<file path="src/rtl/serial_tx_pkg.sv">
// Shared constants, configuration carrier and state encoding for the transmitter.
package serial_tx_pkg;

  // Frame shape.
  localparam int unsigned DATA_BITS = 8;
  localparam logic [2:0] LAST_DATA_IDX = 3'h7;

  // Basic clock runs at sixteen times the bit rate.
  localparam int unsigned OVERSAMPLE = 16;
  localparam logic [3:0] LAST_SUB_TICK = 4'hF;

  // Prescale masks applied before the rate count, per clock selector n.
  // With the sixteenfold basic clock these give phi/32, phi/128, phi/512
  // and phi/2048 per (N+1).
  localparam logic [6:0] PRESC_MASK_N0 = 7'h01;
  localparam logic [6:0] PRESC_MASK_N1 = 7'h07;
  localparam logic [6:0] PRESC_MASK_N2 = 7'h1F;
  localparam logic [6:0] PRESC_MASK_N3 = 7'h7F;

  // Reset values.
  localparam logic EMPTY_FLAG_RST = 1'b1;
  localparam logic END_FLAG_RST = 1'b1;
  localparam logic LINE_MARK = 1'b1;
  localparam logic LINE_SPACE = 1'b0;
  localparam logic [7:0] BYTE_RST = 8'h00;
  localparam logic [6:0] PRESC_RST = 7'h00;
  localparam logic [7:0] RATE_RST = 8'h00;
  localparam logic [3:0] SUB_RST = 4'h0;
  localparam logic [2:0] IDX_RST = 3'h0;

  // Configuration bits driven by the control logic of the CPU side.
  typedef struct packed {
    logic tx_enable;         // Transmitter enabled.
    logic tx_irq_enable;     // Data-empty request enable.
    logic tx_end_irq_enable; // Transmit-end request enable.
    logic parity_enable;     // Send a parity bit after the data.
    logic parity_odd;        // Odd parity when set, even when clear.
    logic [1:0] clk_sel;     // Clock-source selector n.
    logic [7:0] bit_rate_count; // Rate count N.
  } serial_cfg_s;

  typedef enum logic [2:0] {
    ST_IDLE   = 3'b000,
    ST_START  = 3'b001,
    ST_DATA   = 3'b010,
    ST_PARITY = 3'b011,
    ST_STOP   = 3'b100
  } tx_state_e;

endpackage

</file>
<file path="src/rtl/async_serial_transmitter.sv">
// Asynchronous serial transmitter with holding and shift registers.
`timescale 1ns/10ps
`default_nettype none

// Operation
// - While the empty flag is 0, the holding byte moves into the shift register.
// - After that move the empty flag goes to 1 and the frame starts.
// - Data-empty request is raised while the empty flag and its enable are 1.
// - The empty flag is sampled as the stop bit is about to go out.
// - Flag 0 at stop time: load next byte, send stop, start next frame.
// - Flag 1 at stop time: set the transmit-end flag, then send stop.
// - With nothing pending after the stop bit the line idles high.
// - Transmit-end request is raised while that flag and its enable are 1.
// - Frames carry eight data bits, a parity bit when parity_enable is set, and one stop bit.
// - Bit rate comes from selector n (0 to 3) and eight-bit count N.
// - Logic runs from a basic clock at sixteen times the bit rate.
// - Each bit lasts sixteen basic ticks so a receiver samples at tick eight.
module async_serial_transmitter (
  input wire logic clk_sys, // System clock, 40 MHz.
  input wire logic rst_n, // Asynchronous reset, active low.
  input wire serial_tx_pkg::serial_cfg_s cfg, // Control and rate settings.
  input wire logic hold_wr, // One-cycle write strobe of the holding register.
  input wire logic [7:0] hold_wr_data, // Byte written with the strobe.
  output logic tx_line, // Serial output, high when idle.
  output logic tx_data_empty_flag, // Holding register free for a new byte.
  output logic tx_end_flag, // Last frame finished with nothing pending.
  output logic tx_empty_irq, // Data-empty interrupt request, level.
  output logic tx_end_irq, // Transmit-end interrupt request, level.
  output logic tx_busy // A frame is being shifted out.
);

  serial_tx_pkg::tx_state_e state_q;
  serial_tx_pkg::tx_state_e state_d;

  logic [7:0] tx_holding_reg_q;
  logic [7:0] tx_shift_reg_q;
  logic parity_q;
  logic empty_q;
  logic end_q;
  logic line_q;
  logic [6:0] presc_q;
  logic [7:0] rate_q;
  logic [3:0] sub_q;
  logic [2:0] idx_q;
  logic chain_q;

  logic presc_tick;
  logic basic_tick;
  logic bit_end;
  logic stop_entry;
  logic idle_load;
  logic load;
  logic [7:0] load_byte;

  // Prescale mask for selector n; n=3 is treated as the next step up.
  function automatic logic [6:0] presc_mask(input logic [1:0] sel);
    logic [6:0] m;
    m = serial_tx_pkg::PRESC_MASK_N0;
    case (sel)
      2'h0: m = serial_tx_pkg::PRESC_MASK_N0;
      2'h1: m = serial_tx_pkg::PRESC_MASK_N1;
      2'h2: m = serial_tx_pkg::PRESC_MASK_N2;
      2'h3: m = serial_tx_pkg::PRESC_MASK_N3;
      default: m = serial_tx_pkg::PRESC_MASK_N0;
    endcase
    return m;
  endfunction

  // Even parity of a byte, inverted for odd parity.
  function automatic logic parity_of(input logic [7:0] b, input logic odd);
    return (^b) ^ odd;
  endfunction

  // A byte written in the same cycle as a move is taken straight through,
  // so a late write at stop time is not lost.
  assign load_byte = hold_wr ? hold_wr_data : tx_holding_reg_q;

  // A move is made only when the empty flag reads 0 or a write lands now.
  assign idle_load = (state_q == serial_tx_pkg::ST_IDLE) && cfg.tx_enable &&
                     (!empty_q || hold_wr);
  assign load = idle_load || (stop_entry && (!empty_q || hold_wr));

  // Dividers stay cleared while idle so the first start bit is full length.
  assign presc_tick = (presc_q & presc_mask(cfg.clk_sel)) ==
                      presc_mask(cfg.clk_sel);
  assign basic_tick = presc_tick && (rate_q == cfg.bit_rate_count);
  assign bit_end = basic_tick && (sub_q == serial_tx_pkg::LAST_SUB_TICK);

  // The stop bit is about to go out when parity (or the last data bit
  // without parity) ends.
  assign stop_entry = bit_end &&
    ((state_q == serial_tx_pkg::ST_PARITY) ||
     (state_q == serial_tx_pkg::ST_DATA && !cfg.parity_enable &&
      idx_q == serial_tx_pkg::LAST_DATA_IDX));

  always_ff @(posedge clk_sys or negedge rst_n) begin
    if (!rst_n) begin
      presc_q <= serial_tx_pkg::PRESC_RST;
    end else if (state_q == serial_tx_pkg::ST_IDLE) begin
      presc_q <= serial_tx_pkg::PRESC_RST;
    end else begin
      presc_q <= presc_q + 7'h01;
    end
  end

  always_ff @(posedge clk_sys or negedge rst_n) begin
    if (!rst_n) begin
      rate_q <= serial_tx_pkg::RATE_RST;
    end else if (state_q == serial_tx_pkg::ST_IDLE || basic_tick) begin
      rate_q <= serial_tx_pkg::RATE_RST;
    end else if (presc_tick) begin
      rate_q <= rate_q + 8'h01;
    end
  end

  always_ff @(posedge clk_sys or negedge rst_n) begin
    if (!rst_n) begin
      sub_q <= serial_tx_pkg::SUB_RST;
    end else if (state_q == serial_tx_pkg::ST_IDLE) begin
      sub_q <= serial_tx_pkg::SUB_RST;
    end else if (basic_tick) begin
      sub_q <= sub_q + 4'h1;
    end
  end

  always_ff @(posedge clk_sys or negedge rst_n) begin
    if (!rst_n) begin
      tx_holding_reg_q <= serial_tx_pkg::BYTE_RST;
    end else if (hold_wr) begin
      tx_holding_reg_q <= hold_wr_data;
    end
  end

  // Set by a move wins over the clear of a write in the same cycle.
  always_ff @(posedge clk_sys or negedge rst_n) begin
    if (!rst_n) begin
      empty_q <= serial_tx_pkg::EMPTY_FLAG_RST;
    end else if (load) begin
      empty_q <= 1'b1;
    end else if (hold_wr) begin
      empty_q <= 1'b0;
    end
  end

  always_ff @(posedge clk_sys or negedge rst_n) begin
    if (!rst_n) begin
      end_q <= serial_tx_pkg::END_FLAG_RST;
    end else if (stop_entry && empty_q && !hold_wr) begin
      end_q <= 1'b1;
    end else if (hold_wr || idle_load) begin
      end_q <= 1'b0;
    end
  end

  // Remembers a move at stop entry. The flags cannot stand in for it,
  // because a write during the stop bit changes both of them.
  always_ff @(posedge clk_sys or negedge rst_n) begin
    if (!rst_n) begin
      chain_q <= 1'b0;
    end else if (stop_entry) begin
      chain_q <= load;
    end
  end

  always_ff @(posedge clk_sys or negedge rst_n) begin
    if (!rst_n) begin
      tx_shift_reg_q <= serial_tx_pkg::BYTE_RST;
      parity_q <= 1'b0;
    end else if (load) begin
      tx_shift_reg_q <= load_byte;
      parity_q <= parity_of(load_byte, cfg.parity_odd);
    end else if (state_q == serial_tx_pkg::ST_DATA && bit_end) begin
      tx_shift_reg_q <= {1'b0, tx_shift_reg_q[7:1]};
    end
  end

  always_ff @(posedge clk_sys or negedge rst_n) begin
    if (!rst_n) begin
      idx_q <= serial_tx_pkg::IDX_RST;
    end else if (state_q != serial_tx_pkg::ST_DATA) begin
      idx_q <= serial_tx_pkg::IDX_RST;
    end else if (bit_end) begin
      idx_q <= idx_q + 3'h1;
    end
  end

  always_comb begin
    state_d = state_q;
    unique case (state_q)
      serial_tx_pkg::ST_IDLE: begin
        if (idle_load) begin
          state_d = serial_tx_pkg::ST_START;
        end
      end
      serial_tx_pkg::ST_START: begin
        if (bit_end) begin
          state_d = serial_tx_pkg::ST_DATA;
        end
      end
      serial_tx_pkg::ST_DATA: begin
        if (bit_end && idx_q == serial_tx_pkg::LAST_DATA_IDX) begin
          state_d = cfg.parity_enable ? serial_tx_pkg::ST_PARITY
                                      : serial_tx_pkg::ST_STOP;
        end
      end
      serial_tx_pkg::ST_PARITY: begin
        if (bit_end) begin
          state_d = serial_tx_pkg::ST_STOP;
        end
      end
      serial_tx_pkg::ST_STOP: begin
        // A byte loaded at stop entry follows with no idle gap.
        if (bit_end) begin
          state_d = chain_q ? serial_tx_pkg::ST_START
                            : serial_tx_pkg::ST_IDLE;
        end
      end
      default: state_d = serial_tx_pkg::ST_IDLE;
    endcase
  end

  always_ff @(posedge clk_sys or negedge rst_n) begin
    if (!rst_n) begin
      state_q <= serial_tx_pkg::ST_IDLE;
    end else if (!cfg.tx_enable) begin
      state_q <= serial_tx_pkg::ST_IDLE;
    end else begin
      state_q <= state_d;
    end
  end

  // The line follows the state one cycle later; every edge shares that delay.
  always_ff @(posedge clk_sys or negedge rst_n) begin
    if (!rst_n) begin
      line_q <= serial_tx_pkg::LINE_MARK;
    end else begin
      unique case (state_q)
        serial_tx_pkg::ST_START: line_q <= serial_tx_pkg::LINE_SPACE;
        serial_tx_pkg::ST_DATA: line_q <= tx_shift_reg_q[0];
        serial_tx_pkg::ST_PARITY: line_q <= parity_q;
        serial_tx_pkg::ST_STOP: line_q <= serial_tx_pkg::LINE_MARK;
        serial_tx_pkg::ST_IDLE: line_q <= serial_tx_pkg::LINE_MARK;
        default: line_q <= serial_tx_pkg::LINE_MARK;
      endcase
    end
  end

  assign tx_line = line_q;
  assign tx_data_empty_flag = empty_q;
  assign tx_end_flag = end_q;
  assign tx_empty_irq = empty_q && cfg.tx_irq_enable;
  assign tx_end_irq = end_q && cfg.tx_end_irq_enable;
  assign tx_busy = (state_q != serial_tx_pkg::ST_IDLE);

endmodule

`default_nettype wire

</file>
<file path="config.mk">
export PLATFORM = sky130hd
export DESIGN_NAME = async_serial_transmitter
export DESIGN_NICKNAME = d
export VERILOG_FILES = /design/src/rtl/serial_tx_pkg.sv /design/src/rtl/async_serial_transmitter.sv
export SDC_FILE = /design/constraint.sdc
export NUM_CORES = 1
export LEC_CHECK = 0
export BUFFER_PORTS_ARGS = -buffer_cell sky130_fd_sc_hd__buf_2
export CORE_AREA = 2 2 72 74
export DETAILED_ROUTE_END_ITERATION = 8
export DIE_AREA = 0 0 74 76
export HOLD_SLACK_MARGIN = 0.03
export PLACE_DENSITY = 0.77
export SLEW_MARGIN = 20
export SYNTH_ARGS = -nofsm -noshare
export SYNTH_HDL_FRONTEND = slang
export SYNTH_SLANG_ARGS = --single-unit
</file>
<file path="constraint.sdc">
create_clock -name clk_sys -period 2.3 [get_ports clk_sys]
set_clock_uncertainty 0.15 [all_clocks]
set_input_delay 0.69 -clock clk_sys [delete_from_list [all_inputs] [get_ports clk_sys]]
set_output_delay 0.69 -clock clk_sys [all_outputs]
set_load 0.05 [all_outputs]
</file>
==> run_results.csv <==
group,metric,value,unit
setup_path,cp-end-kind,"output port",
place,portBuffers,31,
logic_synthesis,ys_seq_area_share,47.77,%
grt,busiest_layer,"met2",
sta,rsz0062_at_grt,"no",
logic_synthesis,synth_compound_area_share,6.729,%
die,dieHeight,76,um
clock_tree,clkTransAtPathRegs,0.08,ns
grt,grt_use_total,17.76,%
logic_synthesis,ys_warn_count,0,
grt,met2_usage,26.79,%
clock_tree,cts_root_buf,"clkbuf_8",
logic_synthesis,synth_top_area_share,44.51,%
sta,fin_hold_ws,0.2115,ns
setup_path,cpMaxStageDelayCell,"dfrtp_1",
sta,worst_pin_slew,0.2438,ns
cells_and_area,final_common_cell,"dfrtp_1",
sta,clock.fmax,0.4529,GHz
clock_tree,clock_latency,0.30,ns
setup_path,required,1.46,ns
logic_synthesis,synth_edf_count,0,
sta,period_needed,2.208,ns
logic_synthesis,synthFlopType,"dfrtp_1",
clock_tree,htreeDepth,2,
setup_path,critPathArrivalTime,1.37,ns
cells_and_area,syn_to_final_growth,20.86,%
clock_tree,cts_buffers,5,
sta,max-slew-margin-rel,83.28,%
logic_synthesis,syn-num-nets,259,
logic_synthesis,synthAdderAreaFrac,2.588,%
cells_and_area,nFillCells,427,
sta,hold_violations,0,
place,dp_hpwl,3317,um
die,die_w,74,um
power_and_ir_drop,pwr_density_cell,852.8,nW/um2
grt,grt_pass1_wl,7859,um
die,die-area,5624,um2
logic_synthesis,syn-cell-area,2417,um2
die,start_util,49.21,%
outcome,outcome,"finished, final reports clean",
setup_path,crit_chain,"nor3_2, buf_6, inv_1, buf_2",
setup_path,reg2reg_depth,7,
logic_synthesis,syn_avg_cell_area,10.60,um2
setup_path,cp-start-kind,"flop",
place,place_congestion,0.7678,
clock_tree,cts_hold_buffers,0,
sta,setup_viol_count_final,0,
logic_synthesis,synth_xor_xnor_area_share,11.23,%
logic_synthesis,synth_mux_area_share,11.28,%
cells_and_area,final_cell_mix,"42 x dfrtp_1, 31 x buf_2, 25 x mux2i_1",
grt,grt_pass1_vias,1796,
logic_synthesis,ys_types,41,
flow_run,maxCapViolCount,0,
drt,drtPass1Iterations,4,
drt,vias_per_cell,5.076,
cells_and_area,nets,315,
drt,drc,0,
cells_and_area,diodes,0,
die,rows,26,
cells_and_area,drive_above_1_share,26.32,%
logic_synthesis,synth_top_family_by_area,"simple AND/OR/NAND/NOR gates",
drt,wirelength,4403,um
logic_synthesis,synthArstFlopShare,100.0,%
die,core_area,4912,um2
clock_tree,ctsLongestPathBuffers,2,
setup_path,critical-path-top-delay-family,"flip-flops",
grt,grtUsageMet3,4.497,%
grt,antenna_found_initial,0,
drt,drt_iter0_drc,113,
sta,drv_slew,0,
power_and_ir_drop,ir_drop,0.5797,mV
setup_path,crit_fanout,6,
logic_synthesis,syn_inst,228,
setup_path,critPathKind,"flop to output port",
drt,antenna_left,0,
setup_path,cpPeakStageDelay,0.44,ns
setup_path,worst-path-stages,4,
setup_path,worst-path-buf-inv,3,
clock_tree,clock_sinks,46,
sta,period_share,96.01,%
clock_tree,cts_tree,"yes",
grt,use_met1,24.87,%
logic_synthesis,synth_area_leaders,"dfrtp_1 45%, mux2i_1 10%, xnor2_1 5.8%, xor2_1 5.4%, dfstp_2 3.3%",
grt,grt_max_degree,47,
grt,grt_overflow,0,
drt,post_drt_wl_per_cell,12.40,um
logic_synthesis,yosysTopAreaCell,"dfrtp_1",
drt,vias,1802,
worst_hold_path,min_path_type,"input port to async pin",
cells_and_area,final_util,59.48,%
power_and_ir_drop,leakage,1.397,nW
logic_synthesis,ys_ff_latch,46,
die,ios,32,
logic_synthesis,synthSimpleGateAreaFrac,17.03,%
-- worst reg2reg max path: stages, from the launching register on --
cell      delay [ns]
dfrtp_1         0.47
inv_1           0.23
nand2b_1        0.21
o22ai_1         0.23
nor4_1          0.08
buf_4           0.16
or2_2           0.28
a31o_2          0.23
-- repair_timing --
action	CTS	global route
buffers inserted	1	0
pin swaps	1	0
setup endpoints to repair	1	4
resized for setup	3	1
-- layer usage --
metal / part of all wire (%) / vias to the layer above / wire length, um
met3: 3.5 / 9 / 153
met5: 0 / - / 0
met4: 1.7 / 0 / 74
li1: - / 894 / -
met1: 47 / 870 / 2089
met2: 47 / 29 / 2086
-- area by class of cell --
| type | count | area, um2 | area share [%] |
|---|---|---|---|
| Clock buffer | 8 | 80.08 | 2.741 |
| Tap cell | 70 | 87.58 | 2.998 |
| Timing Repair Buffer | 55 | 355.3 | 12.16 |
| Multi-Input combinational cell | 161 | 1186 | 40.60 |
| Inverter | 15 | 56.30 | 1.927 |
| Sequential cell | 46 | 1156 | 39.57 |
-- stage by stage --
stage	instance area (um2)	power, mW	setup TNS (ns)	cells	setup slack [ns]
floorplan	2420	1.712	-0.5030	228	-0.09307
global placement	2820	1.981	-2.400	346	-0.1746
detailed placement	2820	2.009	-2.792	346	-0.2141
CTS	2918	2.516	0	355	0.07548
global route	2922	2.656	0	355	0.01199
finish	2922	2.491	0	355	0.09179
-- report_power, final --
part	switching, mW	leakage (nW)	internal [mW]
logic	0.537	0.769	0.395
registers	0.124	0.589	0.973
clock network	0.246	0.0395	0.216
total	0.907	1.40	1.58
-- state kept, by name, indices dropped and copies added (netlist names), 3 cells and up --
name,flops
sub_q,4
state_q,3
tx_holding_reg_q,8
rate_q,8
presc_q,7
tx_shift_reg_q,8
idx_q,3
-- kinds of logic (layout without fill, tap and decap cells) --
| family | after synthesis | in the layout |
|---|---|---|
| simple gates | 72 | 72 |
| flops | 46 | 46 |
| xor+xnor | 31 | 31 |
| mux | 27 | 27 |
| compound gates | 26 | 26 |
| buf+inv | 21 | 78 |
| fa+ha+maj | 5 | 5 |
-- final timing paths --
path	from	end	slack (ns)
min in group clk_sys	tx_end_flag$_DFFE_PN1P_	tx_end_flag$_DFFE_PN1P_	0.34
max in group asynchronous	rst_n	tx_end_flag$_DFFE_PN1P_	1.52
worst max register to register	state_q[0]$_DFFE_PN0P_	state_q[2]$_DFFE_PN0P_	0.16
worst min register to register	tx_end_flag$_DFFE_PN1P_	tx_end_flag$_DFFE_PN1P_	0.34
worst max-delay path	state_q[2]$_DFFE_PN0P_	tx_busy	0.09
worst min-delay path	rst_n	chain_q$_DFFE_PN0P_	0.21
-- cell usage after synthesis, types with 2 or more instances --
cell type  number
xor2_1         15
nand2b_1        5
nor4_1          2
inv_1          15
xnor2_1        16
buf_2           2
and2_1          2
nor4_4          2
dfstp_2         3
o21ai_1         2
a21oi_1         5
nor4_2          2
nor2_1         20
dfrtp_1        43
nor3_1          7
nand2_1         9
and3_1          3
o21a_1          2
nand3_1        10
mux2i_1        25
clkbuf_1        4
ha_1            5
nand4_1         2
mux2_2          2
o21ai_0         9
(Power assumes the default switching activity.)
